[src/shared/wel_protect_defines.vh]
// Opcodes, counts and field positions for the write-enable and sector
// protection command logic.
// Included by the command interpreter design file only; holds definitions only.
`ifndef WEL_PROTECT_DEFINES_VH
`define WEL_PROTECT_DEFINES_VH
`define OP_WRITE_ENABLE 8'h06
`define OP_WRITE_DISABLE 8'h04
`define OP_PROTECT_SECTOR 8'h36
`define OP_UNPROTECT_SECTOR 8'h39
`define OP_WRITE_STATUS1 8'h01
`define OP_PAGE_PROGRAM 8'h02
`define OP_ERASE_4K 8'h20
`define OP_ERASE_32K 8'h52
`define OP_ERASE_64K 8'hD8
`define OP_CHIP_ERASE_A 8'h60
`define OP_CHIP_ERASE_B 8'hC7
`define SECTOR_LSB 16
`define SECTOR_BITS 2
`define NUM_SECTORS 4
`define STATUS_LOCK_BIT 7
`define STATUS_GLOBAL_HI 5
`define STATUS_GLOBAL_LO 2
`define BYTES_ADDR_DONE 3'h4
`endif

[src/spi_byte_shifter.v]
// Serial byte shifter: samples serial data on rising serial-clock edges
// while chip select is low, and reports each completed byte.
// Assumes edge strobes come from already synchronised pin samples.
`timescale 1ns/10ps
`default_nettype none
module spi_byte_shifter
(
  input wire clock,
  input wire rst,
  input wire enable,
  input wire frame_active,
  input wire sclk_rise,
  input wire mosi_bit,
  output reg [7:0] byte_data_reg,
  output reg byte_done_reg,
  output reg [2:0] bit_count_reg
);
  reg [6:0] shift_reg;

  always @(posedge clock or posedge rst)
  begin
    if (rst)
    begin
      shift_reg <= 7'h00;
      byte_data_reg <= 8'h00;
      byte_done_reg <= 1'b0;
      bit_count_reg <= 3'h0;
    end
    else if (enable)
    begin
      byte_done_reg <= 1'b0;
      if (!frame_active)
        bit_count_reg <= 3'h0;
      else if (sclk_rise)
      begin
        shift_reg <= {shift_reg[5:0], mosi_bit};
        bit_count_reg <= bit_count_reg + 3'h1;
        if (bit_count_reg == 3'h7)
        begin
          byte_data_reg <= {shift_reg, mosi_bit};
          byte_done_reg <= 1'b1;
        end
      end
    end
  end
endmodule
`default_nettype wire

[src/wel_protect_ctrl.v]
// Write-enable latch and sector protection command interpreter of a serial
// flash. Runs on a fast system clock that oversamples the serial pins.
// Assumes serial clock, chip select and data arrive asynchronously.
// What this block does
// - Write-enable opcode 06h sets the latch when chip select rises.
// - Program, erase, protect, unprotect, status write need latch already set.
// - Enable and disable abort on partial byte; latch then stays unchanged.
// - Write-disable opcode 04h clears the latch when chip select rises.
// - Bytes after the enable or disable opcode are ignored.
// - Each 64-Kbyte sector has one flag, all set at power-up.
// - Unprotected sectors accept program and erase; protected ones reject.
// - Opcode 36h plus three address bytes protects sector, clears latch.
// - Opcode 39h plus three address bytes unprotects sector, clears latch.
// - Any address in a sector selects it; extra bytes are ignored.
// - Short address or partial byte: flag unchanged, latch cleared.
// - Lock bit set: protect and unprotect ignored, latch cleared.
// - Status write of ones to bits 5..2 protects every sector.
// - Status write of zeros to bits 5..2 unprotects every sector.
// - Status write also updates the protection lock bit.
// - Write-protect pin low with lock set freezes flags and lock.
// - Program or erase on protected sector is refused, latch cleared.
`timescale 1ns/10ps
`default_nettype none
`include "wel_protect_defines.vh"
module wel_protect_ctrl
#(
  parameter NUM_SECTORS = `NUM_SECTORS
)
(
  input wire clock,
  input wire rst,
  input wire clock_enable,
  input wire sclk_pin,
  input wire cs_n_pin,
  input wire mosi_pin,
  input wire write_protect_n_pin,
  output reg write_enable_latch,
  output reg protection_regs_locked,
  output reg [NUM_SECTORS-1:0] sector_protect,
  output reg program_start,
  output reg erase_start,
  output reg [23:0] op_address,
  output reg [7:0] op_code
);
  localparam ST_IDLE = 4'b0001;
  localparam ST_ADDR = 4'b0010;
  localparam ST_DATA = 4'b0100;
  localparam ST_SKIP = 4'b1000;

  ////////////////////////////////////////////////////////////////////////
  // Pin synchronisers. The first stage feeds only the second stage.
  reg [1:0] sclk_sync_reg;
  reg [1:0] cs_sync_reg;
  reg [1:0] mosi_sync_reg;
  reg [1:0] wp_sync_reg;
  reg sclk_last_reg;
  reg cs_last_reg;
  wire sclk_rise;
  wire frame_active;
  wire frame_end;
  wire [7:0] rx_byte;
  wire rx_done;
  wire [2:0] bit_count;

  always @(posedge clock or posedge rst)
  begin
    if (rst)
    begin
      sclk_sync_reg <= 2'b00;
      cs_sync_reg <= 2'b11;
      mosi_sync_reg <= 2'b00;
      wp_sync_reg <= 2'b11;
      sclk_last_reg <= 1'b0;
      cs_last_reg <= 1'b1;
    end
    else if (clock_enable)
    begin
      sclk_sync_reg <= {sclk_sync_reg[0], sclk_pin};
      cs_sync_reg <= {cs_sync_reg[0], cs_n_pin};
      mosi_sync_reg <= {mosi_sync_reg[0], mosi_pin};
      wp_sync_reg <= {wp_sync_reg[0], write_protect_n_pin};
      sclk_last_reg <= sclk_sync_reg[1];
      cs_last_reg <= cs_sync_reg[1];
    end
  end

  assign sclk_rise = sclk_sync_reg[1] & ~sclk_last_reg & ~cs_sync_reg[1];
  assign frame_active = ~cs_sync_reg[1];
  assign frame_end = cs_sync_reg[1] & ~cs_last_reg;

  spi_byte_shifter shifter
  (
    .clock(clock),
    .rst(rst),
    .enable(clock_enable),
    .frame_active(frame_active),
    .sclk_rise(sclk_rise),
    .mosi_bit(mosi_sync_reg[1]),
    .byte_data_reg(rx_byte),
    .byte_done_reg(rx_done),
    .bit_count_reg(bit_count)
  );

  ////////////////////////////////////////////////////////////////////////
  // Command decoding. A frame's result is applied only when chip select
  // rises, so a host may abandon a command up to the last moment.
  reg [3:0] state_reg;
  reg [7:0] opcode_reg;
  reg [2:0] byte_count_reg;
  reg [23:0] addr_reg;
  reg [7:0] status_data_reg;
  reg wel_at_start_reg;
  reg sector_sel_prot;
  wire byte_aligned;
  wire addr_done;
  wire is_erase;
  wire is_chip_erase;
  wire is_program;
  wire hard_locked;
  wire [`SECTOR_BITS-1:0] sector_index;
  wire [3:0] global_bits;

  assign byte_aligned = (bit_count == 3'h0);
  assign addr_done = (byte_count_reg >= `BYTES_ADDR_DONE);
  assign sector_index = addr_reg[`SECTOR_LSB+`SECTOR_BITS-1:`SECTOR_LSB];
  assign is_program = (opcode_reg == `OP_PAGE_PROGRAM);
  assign is_chip_erase = (opcode_reg == `OP_CHIP_ERASE_A) | (opcode_reg == `OP_CHIP_ERASE_B);
  assign is_erase = (opcode_reg == `OP_ERASE_4K) | (opcode_reg == `OP_ERASE_32K) |
    (opcode_reg == `OP_ERASE_64K);
  assign hard_locked = ~wp_sync_reg[1] & protection_regs_locked;
  assign global_bits = status_data_reg[`STATUS_GLOBAL_HI:`STATUS_GLOBAL_LO];

  always @*
  begin
    sector_sel_prot = sector_protect[sector_index];
  end

  always @(posedge clock or posedge rst)
  begin
    if (rst)
    begin
      state_reg <= ST_IDLE;
      opcode_reg <= 8'h00;
      byte_count_reg <= 3'h0;
      addr_reg <= 24'h00_0000;
      status_data_reg <= 8'h00;
      wel_at_start_reg <= 1'b0;
      write_enable_latch <= 1'b0;
      protection_regs_locked <= 1'b0;
      sector_protect <= {NUM_SECTORS{1'b1}};
      program_start <= 1'b0;
      erase_start <= 1'b0;
      op_address <= 24'h00_0000;
      op_code <= 8'h00;
    end
    else if (clock_enable)
    begin
      program_start <= 1'b0;
      erase_start <= 1'b0;
      if (frame_end)
      begin
        state_reg <= ST_IDLE;
        byte_count_reg <= 3'h0;
        case (opcode_reg)
          `OP_WRITE_ENABLE:
            if (byte_count_reg != 3'h0 && byte_aligned)
              write_enable_latch <= 1'b1;
          `OP_WRITE_DISABLE:
            if (byte_count_reg != 3'h0 && byte_aligned)
              write_enable_latch <= 1'b0;
          `OP_PROTECT_SECTOR, `OP_UNPROTECT_SECTOR:
          begin
            write_enable_latch <= 1'b0;
            if (wel_at_start_reg && addr_done && byte_aligned && !protection_regs_locked)
              sector_protect[sector_index] <= (opcode_reg == `OP_PROTECT_SECTOR);
          end
          `OP_WRITE_STATUS1:
          begin
            if (wel_at_start_reg && byte_count_reg >= 3'h2 && byte_aligned)
            begin
              write_enable_latch <= 1'b0;
              if (!hard_locked)
              begin
                protection_regs_locked <= status_data_reg[`STATUS_LOCK_BIT];
                if (global_bits == 4'hF)
                  sector_protect <= {NUM_SECTORS{1'b1}};
                else if (global_bits == 4'h0)
                  sector_protect <= {NUM_SECTORS{1'b0}};
              end
            end
          end
          default:
          begin
            if (wel_at_start_reg && (is_program || is_erase || is_chip_erase))
            begin
              // Refused or accepted, the latch drops; the array engine ends later.
              write_enable_latch <= 1'b0;
              if (byte_aligned && is_chip_erase && sector_protect == {NUM_SECTORS{1'b0}})
                erase_start <= 1'b1;
              else if (byte_aligned && addr_done && !sector_sel_prot)
              begin
                erase_start <= is_erase;
                program_start <= is_program && byte_count_reg > `BYTES_ADDR_DONE;
              end
              op_address <= addr_reg;
              op_code <= opcode_reg;
            end
          end
        endcase
        opcode_reg <= 8'h00;
      end
      else if (frame_active && rx_done)
      begin
        if (byte_count_reg != 3'h7)
          byte_count_reg <= byte_count_reg + 3'h1;
        case (state_reg)
          ST_IDLE:
          begin
            opcode_reg <= rx_byte;
            wel_at_start_reg <= write_enable_latch;
            if (rx_byte == `OP_WRITE_STATUS1)
              state_reg <= ST_DATA;
            else if (rx_byte == `OP_WRITE_ENABLE || rx_byte == `OP_WRITE_DISABLE ||
              rx_byte == `OP_CHIP_ERASE_A || rx_byte == `OP_CHIP_ERASE_B)
              state_reg <= ST_SKIP;
            else
              state_reg <= ST_ADDR;
          end
          ST_ADDR:
          begin
            addr_reg <= {addr_reg[15:0], rx_byte};
            if (byte_count_reg == 3'h3)
              state_reg <= ST_SKIP;
          end
          ST_DATA:
          begin
            status_data_reg <= rx_byte;
            state_reg <= ST_SKIP;
          end
          ST_SKIP:
            state_reg <= ST_SKIP;
          default:
            state_reg <= ST_IDLE;
        endcase
      end
    end
  end
endmodule
`default_nettype wire

[config.mk]
export PLATFORM = sky130hd
export DESIGN_NAME = wel_protect_ctrl
export DESIGN_NICKNAME = d
export VERILOG_FILES = /design/src/spi_byte_shifter.v /design/src/wel_protect_ctrl.v
export VERILOG_INCLUDE_DIRS = /design/src /design/src/shared
export SDC_FILE = /design/constraint.sdc
export NUM_CORES = 1
export LEC_CHECK = 0
export BUFFER_PORTS_ARGS = -buffer_cell sky130_fd_sc_hd__buf_2
export CAP_MARGIN = 40
export CORE_MARGIN = 2
export CORE_UTILIZATION = 50
export DETAILED_ROUTE_END_ITERATION = 10
export GPL_ROUTABILITY_DRIVEN = 0
export HOLD_SLACK_MARGIN = 0.1
export PLACE_DENSITY = 0.79
export SETUP_SLACK_MARGIN = 0.15
export SLEW_MARGIN = 5
export SYNTH_ARGS = -nofsm -noshare
export SYNTH_HDL_FRONTEND = slang
export SYNTH_SLANG_ARGS = --single-unit
[constraint.sdc]
create_clock -name clock -period 5.05 [get_ports clock]
set_input_delay 0.7575 -clock clock [delete_from_list [all_inputs] [get_ports clock]]
set_output_delay 0.7575 -clock clock [all_outputs]
set_load 0.1 [all_outputs]
Yosys cells after proc, flatten, opt, wreduce, memory -nomap -nowiden. Cells that the tools add are included.

Add/sub/neg operators: 2. Magnitude comparators: 5. Div/mod/pow operators: 0. $mul: 0. Bitwise logic cells: 14. Multiplexer cells: 43. Eq/ne operators: 31. Shift-type cells: 0. Reduce and logical (&&, ||, !) cells: 47.

Operators with widths (count): 2-to-1 mux 4 bit (10); == test 8 x 3 -> 1 bit (second input constant) (4); == test 8 x 6 -> 1 bit (second input constant) (3); == test 8 x 7 -> 1 bit (second input constant) (3); == test 8 bit (second input constant) (3); 2-to-1 mux 8 bit (3); AND reduction 4 bit (5); 2-to-1 mux 1 bit (19); == test 8 x 1 -> 1 bit (second input constant) (2); 2-to-1 mux 3 bit (5); logical AND 1 bit (14); case mux 4 bit (3 select lines) (1); AND reduction 3 bit (4); != test 2 bit (second input constant) (5); nonzero test 2 bit (5); != test 3 bit (second input constant) (3); == test 4 bit (second input constant) (2); == test 8 x 2 -> 1 bit (second input constant) (1); zero test 4 bit (2); case mux 4 bit (2 select lines) (1); NOT 1 bit (7); AND reduction 7 bit (1); adder 3 x 1 -> 3 bit (second input constant) (2); AND reduction 6 bit (1); 25 further kinds (36).

Word-level logic and storage cells: 165. Output and inout port bits: 40. Bits of input ports: 7. Memory bits (read-only): 0. Bits in registers: 117. Memory bits (writable): 0. Bits in latches: 0. Memories kept: 0.

Longest topological paths before layout.
Depth in word-level cells: 9. Mapped depth: 7. Depth with buffers taken out: 7.

Modules after synthesis. Synthesis repeated with hierarchy kept, for this count alone.

Cell total of the unflattened synthesis: 410. Area, all modules: 5206.2 um^2.

By module, submodules not included: wel_protect_ctrl (cells an instance 348, sequential area each 2389.8 um^2, area an instance 4424.2 um^2, times used 1); spi_byte_shifter (cells an instance 62, sequential area each 475.5 um^2, area an instance 782.0 um^2, times used 1).

Least setup slack after synthesis. OpenSTA, ideal clock, no wires.

Path kind: input to register. Start point: in clock_enable. End point: reg addr_reg[0]. Stages: 6. Data arrival time: 2.052 ns. Path buffers: 2. Path slack: 2.873 ns. Cells stage by stage: buf_2 -> nand3b_1 -> nor2_1 -> nand3_1 -> clkbuf_1 -> mux2_2.

Cells in the longest elaborated chain, start to end: 1.

Ends and longest elaborated chain: from (decl) (line wel_protect_ctrl.v:32) `input wire clock_enable,`; AND reduction 4 bit (no line); to (signal assigned) (line wel_protect_ctrl.v:231) `addr_reg <= {addr_reg[15:0], rx_byte};`; to (decl) (line wel_protect_ctrl.v:110) `reg [23:0] addr_reg;`.

Every way passes these cells. A chain may end at the register's enable or synchronous reset.

Worst setup path after layout.
Start point: reg opcode_reg[1]. End point: reg op_address[21].

Cells in the longest elaborated chain, start to end: 7. Elaborated cells on any way between the ends: 20. Classes of those cells: 11 x eq/ne; 4 x bitwise; 5 x reduce/logical.

Ends and longest elaborated chain: from (decl) (line wel_protect_ctrl.v:108) `reg [7:0] opcode_reg;`; from (signal assigned) (line wel_protect_ctrl.v:219) `opcode_reg <= rx_byte;`; == test 8 x 6 -> 1 bit (no line) / == test 8 x 7 -> 1 bit (equally long branches); bitwise OR 1 bit (2 in series) (line wel_protect_ctrl.v:128) `` assign is_erase = (opcode_reg == `OP_ERASE_4K) | (opcode_reg == `OP_ERASE_32K) | ``; logical OR 1 bit (2 in series) (line wel_protect_ctrl.v:194) `if (wel_at_start_reg && (is_program || is_erase || is_chip_erase))`; logical AND 1 bit (line wel_protect_ctrl.v:194); AND reduction 4 bit (no line) (*); to (signal assigned) (line wel_protect_ctrl.v:205) `op_address <= addr_reg;`; to (decl) (line wel_protect_ctrl.v:42) `output reg [23:0] op_address,`.

Mark *: on every way between the ends. The rest lies on a longest branch, timed or not.

==> impl_metrics.prom <==
# TYPE chip_impl_metric gauge
chip_impl_metric{name="synth-async-reset-ratio",unit="%"} 100
chip_impl_metric{name="number_of_antenna_violations_at_the_first_check_in_global_routing",unit=""} 0
chip_impl_info{name="crit_path_top_delay_cell",value="sky130_fd_sc_hd__buf_4"} 1
chip_impl_metric{name="cts_resized",unit=""} 0
chip_impl_metric{name="die-width",unit="µm"} 106
chip_impl_info{name="grt-busiest-layer",value="met2"} 1
chip_impl_metric{name="post_cts_hold_buffer_count",unit=""} 0
chip_impl_metric{name="core_region_area",unit="µm²"} 10200
chip_impl_metric{name="synth_nets",unit=""} 404
chip_impl_info{name="tritoncts",value="done"} 1
chip_impl_metric{name="fin_crit",unit="ns"} 2.57
chip_impl_metric{name="insertedDiodeCount",unit=""} 0
chip_impl_metric{name="clockBufferDepth",unit=""} 2
chip_impl_metric{name="tritoncts_num_sinks",unit=""} 114
chip_impl_metric{name="ys_warn_count",unit=""} 0
chip_impl_metric{name="fmaxAchievable",unit="GHz"} 0.389
chip_impl_metric{name="clk-insertion-delay-late",unit="ns"} 0.53
chip_impl_info{name="worst-setup-path-type",value="flop to flop"} 1
chip_impl_metric{name="avgRoutedWirePerCell",unit="µm"} 17.8
chip_impl_metric{name="fp-row-count",unit=""} 37
chip_impl_info{name="netlist_top_cells_count",value="sky130_fd_sc_hd__dfrtp_1 (104), sky130_fd_sc_hd__mux2_2 (62), sky130_fd_sc_hd__mux2_4 (28)"} 1
chip_impl_metric{name="gate_count_of_the_mapped_netlist",unit=""} 389
chip_impl_metric{name="die_ht",unit="µm"} 106
chip_impl_metric{name="grt_first_pass_wirelength",unit="µm"} 17500
chip_impl_metric{name="totalNegativeSetupSlack",unit="ns"} 0
chip_impl_metric{name="power.net_switching",unit="W"} 0.000536
chip_impl_metric{name="initial_utilization",unit="%"} 50.9
chip_impl_info{name="critical_path.cell_chain",value="and4b_1 -> o21ai_0 -> o21ai_1 -> o311ai_4 -> buf_4 -> mux2_2"} 1
chip_impl_metric{name="layout.nets",unit=""} 456
chip_impl_metric{name="syn_area_per_cell",unit="µm²"} 13.4
chip_impl_info{name="critical_path.reg2reg.startpoint",value="opcode_reg[1]"} 1
chip_impl_metric{name="synth.distinct_cells",unit=""} 55
chip_impl_metric{name="slew-limit-headroom",unit="%"} 44.6
chip_impl_metric{name="fin_crit_sh",unit="%"} 50.9
chip_impl_metric{name="mappedNetlistArea",unit="µm²"} 5200
chip_impl_metric{name="share_of_the_yosys_chip_area_belonging_to_registers",unit="%"} 55.1
chip_impl_metric{name="crit_path_max_incr_delay",unit="ns"} 0.54
chip_impl_metric{name="cp_max_fo",unit=""} 32
chip_impl_metric{name="port-buffer-count",unit=""} 46
chip_impl_metric{name="grt_pass1_vias",unit=""} 3458
chip_impl_metric{name="synth_edf_count",unit=""} 0
chip_impl_metric{name="grt_use_met3",unit="%"} 5.82
chip_impl_metric{name="drc",unit=""} 0
chip_impl_metric{name="fin_worst_hold_slack",unit="ns"} 0.397
chip_impl_metric{name="hpwl",unit="µm"} 6770
chip_impl_metric{name="maximum_number_of_pins_on_one_net_before_global_route_repair",unit=""} 73
chip_impl_metric{name="power_density",unit="nW/µm²"} 383
chip_impl_info{name="yosys.cell_count.top_type",value="sky130_fd_sc_hd__dfrtp_1"} 1
chip_impl_metric{name="h-tree-depth",unit=""} 4
chip_impl_metric{name="timing.max_cap.violations",unit=""} 0
chip_impl_metric{name="maximum_ir_drop_on_the_vdd_rail",unit="µV"} 181
chip_impl_info{name="crit_path_start",value="opcode_reg[1]"} 1
chip_impl_info{name="hp-class",value="primary input to async pin"} 1
chip_impl_metric{name="post_cts.repair.setup_buffers",unit=""} 0
chip_impl_metric{name="pwr-share-seq",unit="%"} 42.4
chip_impl_metric{name="clkPwrFrac",unit="%"} 52.6
chip_impl_metric{name="top_level_ports",unit=""} 47
chip_impl_metric{name="worst-endpoint-required",unit="ns"} 5.46
chip_impl_metric{name="fillerInstances",unit=""} 730
chip_impl_metric{name="grt.met1_usage",unit="%"} 24.5
chip_impl_info{name="yosys-top-cells-area",value="sky130_fd_sc_hd__dfrtp_1 (50%), sky130_fd_sc_hd__mux2_2 (13%), sky130_fd_sc_hd__mux2_4 (8.1%), sky130_fd_sc_hd__dfstp_2 (5.0%), sky130_fd_sc_hd__ha_1 (1.9%)"} 1
chip_impl_metric{name="final-hold-violation-count",unit=""} 0
chip_impl_metric{name="drt-total-wl",unit="µm"} 10500
chip_impl_metric{name="syn2layout_area_growth",unit="%"} 18.6
chip_impl_metric{name="setup_viol_count_final",unit=""} 0
chip_impl_metric{name="via_count",unit=""} 3365
chip_impl_info{name="synthDominantAreaCellType",value="sky130_fd_sc_hd__dfrtp_1"} 1
chip_impl_metric{name="detail_route.iter0.violations",unit=""} 196
chip_impl_metric{name="timing_max_transition_violations_final",unit=""} 0
chip_impl_metric{name="cts-buffers-inserted",unit=""} 17
chip_impl_metric{name="internal_power",unit="W"} 0.00183
chip_impl_metric{name="grtUsageMet2",unit="%"} 34.3
chip_impl_metric{name="leakagePower",unit="nW"} 3.06
chip_impl_metric{name="fin_worst_skew",unit="ns"} 0.0104
chip_impl_info{name="synth-main-ff-cell",value="sky130_fd_sc_hd__dfrtp_1"} 1
chip_impl_metric{name="cp_data_arrival_time",unit="ns"} 2.98
chip_impl_metric{name="die_area",unit="µm²"} 11200
chip_impl_metric{name="globalRouteTotalUtil",unit="%"} 20.3
chip_impl_info{name="rsz0062_at_grt",value="false"} 1
chip_impl_info{name="setup.worst_path.start_class",value="flop"} 1
chip_impl_metric{name="top_cell_type_s_share_of_synthesized_area",unit="%"} 50.0
chip_impl_metric{name="firstDrtPassIters",unit=""} 4
chip_impl_metric{name="antenna_violating_nets_left",unit=""} 0
chip_impl_metric{name="pwr-share-comb",unit="%"} 5.0
chip_impl_info{name="root_buffer",value="sky130_fd_sc_hd__clkbuf_8"} 1
chip_impl_metric{name="timing_worst_slew_pin_value",unit="ns"} 0.831
chip_impl_metric{name="flip_flop_and_latch_count_after_synthesis",unit=""} 114
chip_impl_metric{name="routed_via_density",unit=""} 5.70
chip_impl_info{name="status",value="completed"} 1
chip_impl_metric{name="power_switching_share",unit="%"} 22.7
chip_impl_metric{name="path_clk_slew",unit="ns"} 0.06
chip_impl_metric{name="globalRouteOverflowTotal",unit=""} 0
chip_impl_metric{name="share_of_final_layout_standard_cells_stronger_than_drive_strength_1",unit="%"} 42.5
chip_impl_info{name="critical_path.endpoint_type",value="flop"} 1
## metal layers
metal	up-vias	part of all wire, %
met1	1685	40
li1	1550	-
met3	24	5.0
met4	0	2.3
met5	-	0
met2	106	52
## layout by cell type, fill, tap and decap left out, drive strengths merged, types with 2 or more instances in the layout
master | synthesis | final
nand2 | 13 | 13
nand2b | 2 | 2
mux2 | 90 | 90
clkbuf | 7 | 17
a211oi | 2 | 2
nor2 | 14 | 14
nand3b | 5 | 5
and3b | 2 | 2
dfrtp | 104 | 104
nor4 | 6 | 6
and4b | 2 | 2
a31oi | 2 | 2
o22ai | 3 | 3
and4bb | 3 | 3
bufinv | 0 | 4
dfstp | 10 | 10
and3 | 2 | 2
a21boi | 2 | 2
nand4 | 4 | 4
or4 | 3 | 3
ha | 8 | 8
a22o | 10 | 10
inv | 16 | 19
buf | 9 | 49
nor3b | 2 | 2
a21oi | 10 | 10
nor2b | 6 | 6
a31o | 3 | 3
o211ai | 3 | 3
clkinv | 0 | 7
o21ai | 17 | 17
nand3 | 8 | 8
nand4b | 3 | 3
## area by class of cell
cell class	count	area (µm²)	area share [%]
sequential	114	2870	46.4
multi-input combinational	243	2190	35.5
clock buffer	17	414	6.71
timing repair buffer	49	260	4.22
clock inverter	15	208	3.37
tap	136	170	2.76
inverter	16	62.6	1.01
## kinds of logic after synthesis
| family | count (synthesis) | share of synthesized area, % |
|---|---|---|
| AO/OA/AOI/OAI | 61 | 8.30 |
| XOR/XNOR | 1 | 0.168 |
| adder cells (fa/ha/maj) | 8 | 1.92 |
| buffers and inverters | 32 | 2.84 |
| flip-flops | 114 | 55.1 |
| multiplexers | 91 | 21.9 |
| AND/OR/NAND/NOR | 82 | 9.79 |
## worst max-delay path, delay by kind of cell (launching register included)
kind                   cells  cell delay (ns)
and+or+nand+nor            1             0.26
AOI/OAI and AO/OA          3             0.73
muxes                      1             0.41
DFF                        1             0.50
buffers and inverters      1             0.54
## power groups by stage
| stage | Sequential (W) | Clock (W) | Combinational [W] |
|---|---|---|---|
| final | 0.00100 | 0.00124 | 0.000118 |
| after global routing | 0.00101 | 0.00130 | 0.000132 |
| after CTS | 0.00100 | 0.00126 | 0.000120 |
| after detailed placement | 0.00102 | 0 | 0.000117 |
| after global placement | 0.00101 | 0 | 0.000110 |
| after floorplan | 0.000997 | 0 | 0.000102 |
## metrics by stage
step | setup WS (ns) | utilization [%] | area (µm²) | std cells | power (W)
2_1_floorplan | 1.29 | - | 5200 | 389 | 0.00110
3_3_place_gp | 2.08 | 54.1 | 5530 | 557 | 0.00112
3_5_place_dp | 2.30 | 54.2 | 5550 | 558 | 0.00113
4_1_cts | 2.50 | 60.3 | 6170 | 590 | 0.00238
5_1_grt | 2.36 | 60.3 | 6170 | 590 | 0.00244
6_report | 2.48 | 60.3 | 6170 | 590 | 0.00236
## worst paths after layout
path | to | slack [ns] | depth (start not counted)
setup / recovery | op_address[21] | 2.48 | 6
hold / removal | op_address[23] | 0.40 | 2
setup reg to reg | op_address[21] | 2.48 | 6
hold reg to reg | addr_reg[20] | 0.50 | 1
max in group asynchronous | wp_sync_reg[1] | 3.57 | 3
min in group clock | cs_sync_reg[0] | 0.47 | 2
Note: power is estimated with default switching activity, not from simulation.
